**src/swc_pkg.sv**
```systemverilog
// ----------------------------------------------------------------------
// Summary of operation
// ----------------------------------------------------------------------
package swc_pkg;

    // ------------------------------------------------------------------
    // Timing
    // ------------------------------------------------------------------
    localparam int unsigned CLK_PERIOD_NS = 100;
    localparam int unsigned RST_PULSE_NS = 1000;
    localparam int unsigned RST_PULSE_CYC = (RST_PULSE_NS + CLK_PERIOD_NS - 1) / CLK_PERIOD_NS;

    // ------------------------------------------------------------------
    // Register map
    // ------------------------------------------------------------------
    localparam logic [11:0] SWITCH_CONTROL_OFFSET = 12'h32c;
    localparam logic [31:0] SWITCH_CONTROL_RESET = 32'h00000000;
    localparam logic [31:0] RW_MASK = 32'h0007c1ec;
    localparam logic [31:0] RWL_MASK = 32'h00000010;
    localparam logic [31:0] FR_STICKY_MASK = 32'h00030000;

    localparam int FULL_RESET_TRIGGER_BIT = 0;
    localparam int WARM_RESET_TRIGGER_BIT = 1;
    localparam int RESET_HOLD_BIT = 2;
    localparam int LOCKED_FIELD_UNLOCK_BIT = 3;
    localparam int POWER_BUDGET_UNLOCK_BIT = 4;
    localparam int LINK_DOWN_WARM_RESET_DISABLE_BIT = 5;
    localparam int WARM_RESET_EEPROM_LOAD_SKIP_BIT = 6;
    localparam int RELAXED_ORDERING_DISABLE_BIT = 7;
    localparam int PEER_TRAFFIC_DISABLE_BIT = 8;
    localparam int CUT_THROUGH_DISABLE_BIT = 14;
    localparam int LOCKED_REQUEST_IGNORE_BIT = 15;
    localparam int WAKE_PIN_DIRECTION_BIT = 16;
    localparam int AUX_SUPPLY_ENABLE_BIT = 17;
    localparam int VENDOR_BROADCAST_DISCARD_BIT = 18;

    localparam logic [2:0] SWITCH_MODE_EEPROM = 3'h1;

    typedef enum logic [1:0] {
        SEQ_IDLE,
        SEQ_PULSE,
        SEQ_LOAD,
        SEQ_HOLD
    } swc_seq_state_t;

endpackage

```
**src/swc_seq_if.sv**
```systemverilog
`timescale 1ns/100ps
interface swc_seq_if;
    logic fund_req;
    logic hot_req;
    logic eeprom_mode;
    logic load_skip;
    logic hold;
    logic ee_done;
    logic start;
    logic fund_start;
    logic core_rst;
    logic load_phase;
    logic idle;

    modport ctl(output fund_req, hot_req, eeprom_mode, load_skip, hold, ee_done,
        input start, fund_start, core_rst, load_phase, idle);
    modport seq(input fund_req, hot_req, eeprom_mode, load_skip, hold, ee_done,
        output start, fund_start, core_rst, load_phase, idle);
endinterface

```
**src/swc_reset_seq.sv**
```systemverilog
`timescale 1ns/100ps
module swc_reset_seq
    import swc_pkg::*;
#(
    parameter int unsigned PULSE_CYC = RST_PULSE_CYC
) (
    input wire logic clk_i, // System clock
    input wire logic rst_n_i, // Aux power-on reset
    swc_seq_if.seq sq // Sequencer control
);
    localparam int CNT_W = $clog2(PULSE_CYC + 1);

    swc_seq_state_t state;
    swc_seq_state_t next_state;
    logic [CNT_W-1:0] cnt;
    logic need_load;

    // A fundamental request restarts any sequence; hot only from idle
    wire start_fund = sq.fund_req;
    wire start_hot = sq.hot_req & (state == SEQ_IDLE);
    wire start_any = start_fund | start_hot;
    wire cnt_done = (cnt == CNT_W'(PULSE_CYC - 1));
    wire next_need_load = sq.eeprom_mode & (start_fund | ~sq.load_skip);

    always_comb begin
        next_state = state;
        if (start_any) begin
            next_state = SEQ_PULSE;
        end else begin
            unique case (state)
                SEQ_IDLE: next_state = SEQ_IDLE;
                SEQ_PULSE: if (cnt_done) begin
                    next_state = need_load ? SEQ_LOAD : SEQ_HOLD;
                end
                SEQ_LOAD: if (sq.ee_done) begin
                    next_state = SEQ_HOLD;
                end
                SEQ_HOLD: if (!sq.hold) begin
                    next_state = SEQ_IDLE;
                end
            endcase
        end
    end

    always_ff @(posedge clk_i or negedge rst_n_i) begin
        if (!rst_n_i) begin
            state <= SEQ_IDLE;
            cnt <= '0;
            need_load <= 1'b0;
        end else begin
            state <= next_state;
            cnt <= (start_any || state != SEQ_PULSE) ? '0 : cnt + 1'b1;
            if (start_any) begin
                need_load <= next_need_load;
            end
        end
    end

    always_ff @(posedge clk_i or negedge rst_n_i) begin
        if (!rst_n_i) begin
            sq.start <= 1'b0;
            sq.fund_start <= 1'b0;
            sq.core_rst <= 1'b0;
            sq.load_phase <= 1'b0;
        end else begin
            sq.start <= start_any;
            sq.fund_start <= start_fund;
            sq.core_rst <= (next_state != SEQ_IDLE);
            sq.load_phase <= (next_state == SEQ_LOAD);
        end
    end

    assign sq.idle = (state == SEQ_IDLE);
endmodule

```
**src/swc_ctl.sv**
```systemverilog
`timescale 1ns/100ps
module swc_ctl
    import swc_pkg::*;
#(
    parameter int unsigned PULSE_CYC = RST_PULSE_CYC
) (
    input wire logic CLK_I, // 10 MHz clock
    input wire logic RST_N_I, // Aux power-on reset
    input wire logic [11:0] ADDR_I, // Register byte address
    input wire logic [31:0] WDATA_I, // Write data
    input wire logic WR_I, // Write strobe
    input wire logic RD_I, // Read strobe
    output logic [31:0] RDATA_O, // Read data, cycle after strobe
    input wire logic FUND_RST_I, // External fundamental reset request
    input wire logic HOT_RST_I, // In-band hot reset request
    input wire logic LINK_DOWN_I, // Upstream link entered DL_Down
    input wire logic [2:0] SWITCH_MODE_I, // Operating mode straps
    input wire logic RESET_HOLD_PIN_I, // Reset hold strap
    input wire logic AUX_SUPPLY_DISABLE_PIN_N_I, // Aux supply disable pin
    input wire logic EE_DONE_I, // EEPROM load finished
    input wire logic EE_ERR_I, // EEPROM load error
    input wire logic WAKE_REQ_I, // Request to drive wake
    input wire logic WAKE_PIN_N_I, // Wake pin level
    output logic WAKE_PIN_N_O, // Wake pin drive value
    output logic WAKE_PIN_N_OE_N_O, // Wake pin enable, low drives
    output logic WAKE_EVENT_O, // Wake seen on input pin
    output logic SWITCH_RST_O, // Switch core held in reset
    output logic EE_LOAD_O, // EEPROM load step active
    output logic LOCKED_FIELD_UNLOCK_O, // Locked fields writable
    output logic POWER_BUDGET_UNLOCK_O, // Budget data writable
    output logic RELAXED_ORDERING_DISABLE_O, // Strong ordering
    output logic PEER_TRAFFIC_DISABLE_O, // Block peer traffic
    output logic CUT_THROUGH_DISABLE_O, // Store and forward
    output logic LOCKED_REQUEST_IGNORE_O, // Locked requests plain
    output logic AUX_SUPPLY_ENABLE_O, // Aux supply use allowed
    output logic VENDOR_BROADCAST_DISCARD_O // Drop vendor broadcasts
);

    // ------------------------------------------------------------------
    // Register state
    // ------------------------------------------------------------------
    logic [31:0] ctl;
    logic por_pending;

    swc_seq_if sq();

    swc_reset_seq #(
        .PULSE_CYC(PULSE_CYC)
    ) u_seq (
        .clk_i(CLK_I),
        .rst_n_i(RST_N_I),
        .sq(sq)
    );

    // ------------------------------------------------------------------
    // Decode
    // ------------------------------------------------------------------
    wire wr_hit = WR_I & (ADDR_I == SWITCH_CONTROL_OFFSET);
    wire rd_hit = RD_I & (ADDR_I == SWITCH_CONTROL_OFFSET);
    wire full_trig = wr_hit & WDATA_I[FULL_RESET_TRIGGER_BIT];
    wire warm_trig = wr_hit & WDATA_I[WARM_RESET_TRIGGER_BIT];
    wire link_down_hot = LINK_DOWN_I & ~ctl[LINK_DOWN_WARM_RESET_DISABLE_BIT];

    // First edge after power-on runs a fundamental reset
    assign sq.fund_req = por_pending | full_trig | FUND_RST_I;
    assign sq.hot_req = warm_trig | HOT_RST_I | link_down_hot;
    assign sq.eeprom_mode = (SWITCH_MODE_I == SWITCH_MODE_EEPROM);
    assign sq.load_skip = ctl[WARM_RESET_EEPROM_LOAD_SKIP_BIT];
    assign sq.hold = ctl[RESET_HOLD_BIT];
    assign sq.ee_done = EE_DONE_I;

    // ------------------------------------------------------------------
    // Next register value
    // ------------------------------------------------------------------
    // locked bits writable only when unlocked
    wire [31:0] wr_mask = RW_MASK | (ctl[LOCKED_FIELD_UNLOCK_BIT] ? RWL_MASK : 32'h00000000);
    // only defined bits are ever stored
    wire [31:0] after_wr = wr_hit ? ((ctl & ~wr_mask) | (WDATA_I & wr_mask)) : ctl;
    // hot start touches only the unlock bit of the register
    // fundamental clears sticky, keeps aux-surviving bits
    wire [31:0] after_fund = sq.fund_start ? (SWITCH_CONTROL_RESET | (after_wr & FR_STICKY_MASK))
        : after_wr;
    // error sets hold; strap reloads it on fundamental reset
    wire next_hold = EE_ERR_I | (sq.fund_start ? RESET_HOLD_PIN_I : after_fund[RESET_HOLD_BIT]);
    // set during reset operation, set wins over a clear
    wire next_unlock = sq.start | after_fund[LOCKED_FIELD_UNLOCK_BIT];
    // loads inverse of disable pin at aux power-on
    wire next_aux_en = por_pending ? ~AUX_SUPPLY_DISABLE_PIN_N_I : after_fund[AUX_SUPPLY_ENABLE_BIT];

    logic [31:0] next_ctl;
    always_comb begin
        next_ctl = after_fund;
        next_ctl[RESET_HOLD_BIT] = next_hold;
        next_ctl[LOCKED_FIELD_UNLOCK_BIT] = next_unlock;
        next_ctl[AUX_SUPPLY_ENABLE_BIT] = next_aux_en;
    end

    // ------------------------------------------------------------------
    // Flip-flops
    // ------------------------------------------------------------------
    // direction clears with aux power-on
    always_ff @(posedge CLK_I or negedge RST_N_I) begin
        if (!RST_N_I) begin
            ctl <= SWITCH_CONTROL_RESET;
            por_pending <= 1'b1;
        end else begin
            ctl <= next_ctl;
            por_pending <= 1'b0;
        end
    end

    always_ff @(posedge CLK_I or negedge RST_N_I) begin
        if (!RST_N_I) begin
            RDATA_O <= 32'h00000000;
        end else begin
            RDATA_O <= rd_hit ? ctl : 32'h00000000;
        end
    end

    // Open-drain wake: drive low only as an output and on request
    // direction selects drive
    always_ff @(posedge CLK_I or negedge RST_N_I) begin
        if (!RST_N_I) begin
            WAKE_PIN_N_O <= 1'b0;
            WAKE_PIN_N_OE_N_O <= 1'b1;
            WAKE_EVENT_O <= 1'b0;
        end else begin
            WAKE_PIN_N_O <= 1'b0;
            WAKE_PIN_N_OE_N_O <= ~(next_ctl[WAKE_PIN_DIRECTION_BIT] & WAKE_REQ_I);
            WAKE_EVENT_O <= ~next_ctl[WAKE_PIN_DIRECTION_BIT] & ~WAKE_PIN_N_I;
        end
    end

    // ------------------------------------------------------------------
    // Outputs straight from flops
    // ------------------------------------------------------------------
    // core held while the sequencer is busy
    assign SWITCH_RST_O = sq.core_rst;
    assign EE_LOAD_O = sq.load_phase;
    assign LOCKED_FIELD_UNLOCK_O = ctl[LOCKED_FIELD_UNLOCK_BIT];
    assign POWER_BUDGET_UNLOCK_O = ctl[POWER_BUDGET_UNLOCK_BIT];
    assign RELAXED_ORDERING_DISABLE_O = ctl[RELAXED_ORDERING_DISABLE_BIT];
    assign PEER_TRAFFIC_DISABLE_O = ctl[PEER_TRAFFIC_DISABLE_BIT];
    assign CUT_THROUGH_DISABLE_O = ctl[CUT_THROUGH_DISABLE_BIT];
    assign LOCKED_REQUEST_IGNORE_O = ctl[LOCKED_REQUEST_IGNORE_BIT];
    assign AUX_SUPPLY_ENABLE_O = ctl[AUX_SUPPLY_ENABLE_BIT];
    assign VENDOR_BROADCAST_DISCARD_O = ctl[VENDOR_BROADCAST_DISCARD_BIT];
endmodule

```
**config.mk**
```make
export PLATFORM = sky130hd
export DESIGN_NAME = swc_ctl
export DESIGN_NICKNAME = d
export VERILOG_FILES = /design/src/swc_pkg.sv /design/src/swc_seq_if.sv /design/src/swc_reset_seq.sv /design/src/swc_ctl.sv
export SDC_FILE = /design/constraint.sdc
export NUM_CORES = 1
export LEC_CHECK = 0
export BUFFER_PORTS_ARGS = -buffer_cell sky130_fd_sc_hd__buf_2
export CAP_MARGIN = 5
export CORE_ASPECT_RATIO = 0.9
export CORE_UTILIZATION = 38
export CTS_CLUSTER_DIAMETER = 200
export CTS_CLUSTER_SIZE = 10
export DETAILED_ROUTE_END_ITERATION = 7
export GPL_ROUTABILITY_DRIVEN = 0
export PLACE_DENSITY = 0.75
export SYNTH_ARGS = -nofsm -noshare
export SYNTH_HDL_FRONTEND = slang
export SYNTH_HIERARCHICAL = 1
export SYNTH_SLANG_ARGS = --single-unit
```
**constraint.sdc**
```tcl
create_clock -name CLK_I -period 1.3 [get_ports CLK_I]
set_input_delay 0 -clock CLK_I [delete_from_list [all_inputs] [get_ports CLK_I]]
set_output_delay 0 -clock CLK_I [all_outputs]
set_load 0.05 [all_outputs]
```
==> impl_metrics.ini, run 1 <==
[outcome]
status = finished, violations left
violations = setup timing

[synthesis]
synth_area_per_cell_um2 = 10.88
synth_area_um2 = 1729
ys_seq_elements = 39
async_flop_share = 1.000
synth_warnings = 6
synth.largest_area_cell = dfrtp_1
yosys.cell_types.count = 38
synth_top_area_frac = 0.5355
synth_edf_count = 0
ys_top_cells_by_area = dfrtp_1, buf_4, and2_1
netlist_instances = 159
seq_area_frac_synth = 0.5658
yosys_most_used_dff = dfrtp_1

[sta]
hold-worst-slack_ns = 0.003209
rsz0062_at_grt = true
max_freq_mhz = 703.0
setup_violations = 16
drv_slew = 0
finalCriticalPeriod_ns = 1.422
hold_violations = 0
finalClockSkew_ns = 0.007144
setup_slack_ns = -0.1224
fin_crit_sh = 1.094

[pwr]
ir_drop_mv = 0.6851
p_per_area_nw_per_um2 = 971.6
leakagePower_nw = 1.264

[die]
dieArea_um2 = 4825
ioPinCount = 105
start_util = 0.4106
num_rows = 22
die_x_um = 73.11
die_y_um = 66.00
coreArea_um2 = 4212

[placement]
place_area_um2 = 2160
portBuffers = 85
dp_slack_ns = -0.4649
dp_hpwl_mm = 2.628

[route]
drt-vias-per-instance = 4.557
firstDrtPassIters = 6
drt_wl_total_mm = 3.829
vias = 1449
drcViolationCount = 0
wl_per_cell_um = 12.04
drtIter0Drc = 57
drtAntennaViolNets = 0

[finish]
sequential_cell_area_um2 = 979.7
final_common_cell = buf_2
multi_input_area_um2 = 625.6
fin_nets = 319
fin_util = 0.5983
area_growth_pct = 45.73
design_area_um2 = 2520
drive_gt1_frac = 0.4961
diodes = 0
layout_common_cells = buf_2, dfrtp_1, dlygate4sd3_1, and2_1, nand2_1
fillers = 362

[clocking]
cts.sinks = 39
clk_root_buffer_cell = clkbuf_8
htreeDepth = 2
cts_buffers = 5
cts_buffer_depth = 2
clkSlewWorstSetupHoldPaths_ns = 0.08
tritoncts = built
clk_latency_ns = 0.30

[grt]
grt_pass1_vias = 1311
grt_max_degree = 40
antenna_found_initial = 0
grt_overflow = 0
grtUsageTotal = 0.1606
grt_pass1_wl_mm = 5.699

[run]
maxCapViolCount = 0

[critical_path]
cp.arrival_ns = 1.66
path_class = in2reg
cp_max_fo = 6
critPathRequiredTime_ns = 1.53
start_kind = input port
cp-end-kind = flip-flop

[worst_hold_path]
worstHoldPathType = in2reg
## critical path, cell delays in order
cell and delay (ns):
buf_6 0.09, or4_4 0.54, or4b_4 0.61, mux2_4 0.34
nor2_2 0.07
## cell type report
cell class	count	share of cell area
clock buffer	5	0.02731
timing repair buffer	114	0.2860
sequential	39	0.3888
tap	60	0.02979
clock inverter	3	0.007944
multi-input combinational	89	0.2483
inverter	8	0.01192
## Yosys cell counts, types with 3 or more instances
cell	n
nor3b_1	3
mux2i_1	4
nor2_1	8
dfrtp_1	37
o21ai_0	3
buf_4	21
nand3_1	3
a21oi_1	11
and2_1	12
inv_1	7
nand2_1	17
## through the flow
stage / cells / power (W) / setup TNS [ns]
floorplan: 161 / 0.001514 / -3.800
global placement: 289 / 0.001603 / -9.999
detailed placement: 289 / 0.001608 / -10.30
CTS: 317 / 0.002461 / -0.1960
global route: 318 / 0.002550 / -1.578
finish: 318 / 0.002448 / -0.8529
## flip-flops by register name, indices dropped and copies added (netlist names)
register             flops
WAKE_PIN_N_OE_N_O        1
por_pending              1
u_seq/cnt                4
ctl                     12
u_seq/sq.start           1
u_seq/sq.load_phase      1
u_seq/sq.fund_start      1
u_seq/need_load          1
u_seq/sq.core_rst        1
RDATA_O                 13
WAKE_EVENT_O             1
u_seq/state              2
## kinds of logic (layout without fill, tap and decap cells)
family | Yosys count | count (layout) | share of synthesized area
AOI/OAI and AO/OA | 21 | 21 | 0.07308
xor gates and xnor gates | 2 | 2 | 0.01013
buffers and inverters | 33 | 130 | 0.1187
DFF | 39 | 39 | 0.5658
muxes | 5 | 5 | 0.03184
adders and majority gates | 2 | 2 | 0.01447
and+or+nand+nor | 56 | 56 | 0.1838
other | 1 | 3 | 0.002169
## routing by layer
layer	wire length, um	vias to the layer above	GRT usage
li1	-	704	-
met1	1629	679	0.1720
met2	1930	62	0.2940
met3	239	4	0.06402
met4	30	0	0.03676
met5	0	-	0
## repair_timing
action,CTS,global route
hold buffers,19,0
endpoints found under the hold margin,52,0
buffers inserted,1,1
resized for setup,3,17
pin swaps,0,8
endpoints found under the setup margin,18,40
## worst paths after layout
check	startpoint	end	slack, ns	depth (start not counted)
max in group asynchronous	RST_N_I	WAKE_PIN_N_OE_N_O	0.66	3
hold / removal	WDATA_I[17]	ctl[17]	0.003	3
setup reg to reg	por_pending	u_seq/sq.load_phase	-0.01	3
hold reg to reg	u_seq/sq.start	ctl[3]	0.44	1
setup / recovery	ADDR_I[11]	WAKE_EVENT_O	-0.12	5
min in group asynchronous	RST_N_I	u_seq/cnt[0]	0.27	3
## report_power, final
part           switching, W  internal (W)
registers         0.0000250       0.00123
clock network      0.000435      0.000373
logic              0.000238      0.000143
Power figures use the tool's default switching activity.
==> inputs of run 2 (changes only) <==
--- a/config.mk
+++ b/config.mk
@@ -8,12 +8,14 @@
 export BUFFER_PORTS_ARGS = -buffer_cell sky130_fd_sc_hd__buf_2
 export CAP_MARGIN = 5
 export CORE_ASPECT_RATIO = 0.9
+export CORE_MARGIN = 8
 export CORE_UTILIZATION = 38
 export CTS_CLUSTER_DIAMETER = 200
 export CTS_CLUSTER_SIZE = 10
 export DETAILED_ROUTE_END_ITERATION = 7
 export GPL_ROUTABILITY_DRIVEN = 0
 export PLACE_DENSITY = 0.75
+export REMOVE_ABC_BUFFERS = 1
 export SYNTH_ARGS = -nofsm -noshare
 export SYNTH_HDL_FRONTEND = slang
 export SYNTH_HIERARCHICAL = 1
==> constraint.sdc (replaced) <==
create_clock -name CLK_I -period 1.25 [get_ports CLK_I]
set_input_delay 0 -clock CLK_I [delete_from_list [all_inputs] [get_ports CLK_I]]
set_output_delay 0 -clock CLK_I [all_outputs]
set_load 0.05 [all_outputs]
==> run 2 against run 1 <==
Net effect:
- the run still ends with setup timing left
- non-clock buffer count decreased by 2
- register-to-register slack worse by 0.04 ns
- total power is 6.5% higher
==> impl_metrics.ini, run 2 (synthesized netlist as in run 1, its figures left out) <==
[route]
drt_wl_total_mm = 4.521
drtIter0Drc = 56
firstDrtPassIters = 4
drtAntennaViolNets = 0
wl_per_cell_um = 14.22
drt-vias-per-instance = 4.491
drcViolationCount = 0
vias = 1428

[run]
maxCapViolCount = 0

[pwr]
leakagePower_nw = 1.268
power_w = 0.002607
p_per_area_nw_per_um2 = 1050
ir_drop_mv = 0.4571

[critical_path]
r2r_start = por_pending
reg2reg_depth = 3
path_delay_family = simple AND/OR/NAND/NOR gates
cp_cell_sequence = buf_6 > or4_4 > or4b_4 > mux2_4 > nor2_2
ff2ff_setup_slack_ns = -0.05
start_kind = input port
critPathRequiredTime_ns = 1.48
path_class = in2reg
r2r_end = u_seq/cnt[3]
crit_path_max_incr_delay_ns = 0.55
cp_max_fo = 3
crit_cells = 5
cp.arrival_ns = 1.57
cp_slowest_cell = or4_4
endpoint = WAKE_EVENT_O
crit_buf_inv = 1
critPathLaunch = ADDR_I[11]
cp-end-kind = flip-flop

[sta]
setup_violations = 17
fin_crit_sh = 1.075
hold_violations = 0
rsz0062_at_grt = true
drv_slew = 0
finalCriticalPeriod_ns = 1.343
setup_slack_ns = -0.09346
finalClockSkew_ns = 0.004455
max_freq_mhz = 744.3

[finish]
final_common_cell = buf_2
top_regs = RDATA_O x13, ctl x12, u_seq/cnt x4
diodes = 0
drive_gt1_frac = 0.4844
fin_cells = 318
design_area_um2 = 2482
fin_util = 0.5638
area_growth_pct = 43.56
top_register = RDATA_O
layout_common_cells = buf_2, dfrtp_1, nand2_1, dlygate4sd3_1, and2_1
fin_nets = 317
largest_reg_flops = 13

[die]
ioPinCount = 105
dieArea_um2 = 6968
die_y_um = 80.00
die_x_um = 87.11
num_rows = 23
coreArea_um2 = 4403
start_util = 0.3927

[clocking]
cts_buffer_depth = 2
cts.sinks = 39
cts_buffers = 5
htreeDepth = 2
clk_latency_ns = 0.28
clk_root_buffer_cell = clkbuf_8
clkSlewWorstSetupHoldPaths_ns = 0.07
tritoncts = built

[outcome]
violations = setup timing
status = finished, violations left

[grt]
grt_overflow = 0
grt_pass1_vias = 1444
grt_pass1_wl_mm = 7.100
grt_max_degree = 22
grtUsageTotal = 0.1299
antenna_found_initial = 0

[worst_hold_path]
hold_start = SWITCH_MODE_I[2]
worstHoldPathType = in2reg

[placement]
dp_hpwl_mm = 3.425
placed_cells = 294
portBuffers = 85
place_area_um2 = 2160
## run 2: metrics by stage
step                setup slack [ns]  setup TNS (ns)  hold WS, ns
global route                 -0.1271          -1.513      0.04304
finish                      -0.09346         -0.5958     0.009663
floorplan                     -4.992         -110.74      -0.2956
global placement             -0.4391          -8.873     -0.02525
detailed placement           -0.4625          -9.546     -0.01273
CTS                         -0.07918         -0.4906     0.002998
## run 2: worst register-to-register path, cell delays in order, from the launching register on
cell     delay, ns
dfstp_2       0.38
a211o_2       0.36
or3_4         0.38
nor2_1        0.11
## run 2: worst min-delay path by stage
stage / endpoint / slack, ns / depth (start not counted)
after floorplan: RDATA_O[14] / -0.30 / 0
after global placement: RDATA_O[18] / -0.03 / 1
after detailed placement: RDATA_O[18] / -0.01 / 1
after CTS: u_seq/need_load / 0.003 / 4
after global routing: ctl[2] / 0.04 / 3
final: u_seq/need_load / 0.01 / 4
## run 2: per-layer routing
layer | GRT usage | share of wire | vias to the layer above
met5 | 0 | 0 | -
met4 | 0.05660 | 0.014 | 0
met3 | 0.05453 | 0.12 | 7
met2 | 0.1989 | 0.43 | 77
met1 | 0.1561 | 0.44 | 650
li1 | - | - | 694
## run 2: area by class of cell
| class | count | area (um2) |
|---|---|---|
| Clock buffer | 8 | 100.1 |
| Fill cell | 402 | 1921 |
| Inverter | 8 | 30.03 |
| Multi-Input combinational cell | 89 | 603.1 |
| Sequential cell | 39 | 979.7 |
| Tap cell | 62 | 77.57 |
| Timing Repair Buffer | 112 | 691.9 |
## run 2: power breakdown
group | switching (W) | internal [W]
Sequential | 0.0000210 | 0.00128
Combinational | 0.000254 | 0.000137
Clock | 0.000409 | 0.000503
## run 2: repair_timing
item                       in CTS  in global routing
pin swaps                       1                  1
gates resized for setup         6                 11
hold buffers                   15                  0
hold endpoints to repair       31                  0
setup buffers                   0                  1
setup endpoints to repair      22                 44
==> inputs of run 3 (changes only) <==
==> constraint.sdc (replaced) <==
create_clock -name CLK_I -period 1.2 [get_ports CLK_I]
set_input_delay 0.12 -clock CLK_I [delete_from_list [all_inputs] [get_ports CLK_I]]
set_output_delay 0.12 -clock CLK_I [all_outputs]
set_load 0.05 [all_outputs]
==> run 3 against run 2 <==
Net effect:
- the flow still finishes with violations (setup timing)
- via count down 0.91%
- combinational power up 19%
- global-route usage down 0.67 points
- cell area is 3.6% higher
- sequential share of layout area down 1.4 points
- critical path depth is the same
- wire length decreased by 2.1%
- first-iteration DRC count is 21% higher
- clock power decreased by 8.6%
- total power rose by 1.9%
- clock-buffer cell count is 1 lower
==> impl_metrics.ini, run 3 (synthesized netlist as in run 1, its figures left out) <==
[outcome]
status = finished, violations left
violations = setup timing

[clocking]
cts_buffers = 5
clkSlewWorstSetupHoldPaths_ns = 0.07
htreeDepth = 2
cts.sinks = 39
cts_buffer_depth = 2
clk_root_buffer_cell = clkbuf_8
tritoncts = built
clk_latency_ns = 0.28

[die]
start_util = 0.3927
num_rows = 23
dieArea_um2 = 6968
die_x_um = 87.11
die_y_um = 80.00
ioPinCount = 105
coreArea_um2 = 4403

[pwr]
comb_power_share = 0.176
internal_power_w = 0.001934
leakagePower_nw = 1.309
p_sw_w = 0.0007219
p_per_area_nw_per_um2 = 1033
pwr-share-clk = 0.314
ir_drop_mv = 0.6379
power_w = 0.002656
pwr-share-seq = 0.510
p_sw_frac = 0.2718

[finish]
largest_reg_flops = 13
fin_nets = 315
fillers = 382
drive_gt1_frac = 0.5276
area_growth_pct = 48.70
top_register = RDATA_O
layout_common_cells = buf_2, dfrtp_1, buf_6, nand2_1, buf_4
fin_cells = 316
top_regs = RDATA_O x13, ctl x12, u_seq/cnt x4
diodes = 0
final_common_cell = buf_2

[critical_path]
cp_cell_sequence = buf_6 > or4_4 > or4b_4 > mux2_4 > nor2_2
critPathLaunch = ADDR_I[11]
path_delay_family = simple AND/OR/NAND/NOR gates
crit_buf_inv = 1
cp_slowest_cell = or4_4
r2r_start = por_pending
crit_path_max_incr_delay_ns = 0.54
cp_max_fo = 3
critPathRequiredTime_ns = 1.42
cp-end-kind = flip-flop
cp.arrival_ns = 1.68
path_class = in2reg
start_kind = input port

[route]
firstDrtPassIters = 4
vias = 1415
drcViolationCount = 0
drt_wl_total_mm = 4.425
drtAntennaViolNets = 0
drt-vias-per-instance = 4.478
wl_per_cell_um = 14.00
drtIter0Drc = 68

[sta]
setup_violations = 25
finalClockSkew_ns = 0.001855
fin_crit_sh = 1.214
drv_slew = 0
hold-worst-slack_ns = 0.01077
max_freq_mhz = 686.2
finalCriticalPeriod_ns = 1.457
rsz0062_at_grt = true
setup_tns_ns = -4.430
hold_violations = 0
setup_slack_ns = -0.2572

[placement]
placed_cells = 292
dp_slack_ns = -0.6482
dp_hpwl_mm = 3.228
portBuffers = 85

[grt]
grtUsageTotal = 0.1232
antenna_found_initial = 0
grt_overflow = 0
grt_pass1_vias = 1460
grt_pass1_wl_mm = 6.768
grt_max_degree = 26

[worst_hold_path]
worstHoldPathType = in2reg
hold_start = AUX_SUPPLY_DISABLE_PIN_N_I

[run]
maxCapViolCount = 0
## run 3: changes by cell type in the layout (fill, tap and decap cells not counted), moves of 5 or more
| cell | change |
|---|---|
| dlygate4sd3_1 | -12 |
| buf_2 | -19 |
| buf_4 | +5 |
| buf_6 | +22 |
## run 3: stage by stage
stage,utilization,cell area (um2)
3_3_place_gp,0.4899,2157
5_1_grt,0.5840,2571
3_5_place_dp,0.4899,2157
4_1_cts,0.5556,2446
2_1_floorplan,-,1562
6_report,0.5840,2571
## run 3: timing repair
item / 4_1_cts / 5_1_grt
setup buffers: 8 / 5
endpoints found under the hold margin: 16 / 0
gates resized for setup: 36 / 26
gates cloned: 1 / 0
pin swaps: 9 / 3
endpoints found under the setup margin: 45 / 44
hold buffers: 3 / 0
## run 3: metal layers
| layer | vias up | GRT usage | wire length, um |
|---|---|---|---|
| met2 | 72 | 0.1959 | 1864 |
| met4 | 0 | 0.04631 | 42 |
| met1 | 644 | 0.1364 | 1921 |
| li1 | 694 | - | - |
| met5 | - | 0 | 0 |
| met3 | 5 | 0.06584 | 596 |
## run 3: power by group through the flow
stage	registers (W)	logic, W	clock network, W
after floorplan	0.00153	0.0000494	0
after global placement	0.00138	0.000361	0
after detailed placement	0.00138	0.000363	0
after CTS	0.00135	0.000426	0.000856
after global routing	0.00136	0.000497	0.000926
final	0.00136	0.000467	0.000834
## run 3: path summary, 6_finish.rpt
kind | end | slack (ns) | cells past startpoint
setup / recovery | WAKE_EVENT_O | -0.26 | 5
hold / removal | ctl[17] | 0.01 | 2
setup reg to reg | u_seq/cnt[1] | -0.08 | 3
hold reg to reg | ctl[3] | 0.45 | 1
max in group asynchronous | WAKE_PIN_N_OE_N_O | 0.41 | 3
min in group asynchronous | RDATA_O[4] | 0.28 | 2
## run 3: cell type report
type,count,area [um2],share of cell area
Timing Repair Buffer,110,789.5,0.3071
Multi-Input combinational cell,89,613.1,0.2384
Tap cell,62,77.57,0.03017
Clock inverter,1,5.005,0.001946
Clock buffer,7,76.32,0.02968
Sequential cell,39,979.7,0.3810
Inverter,8,30.03,0.01168
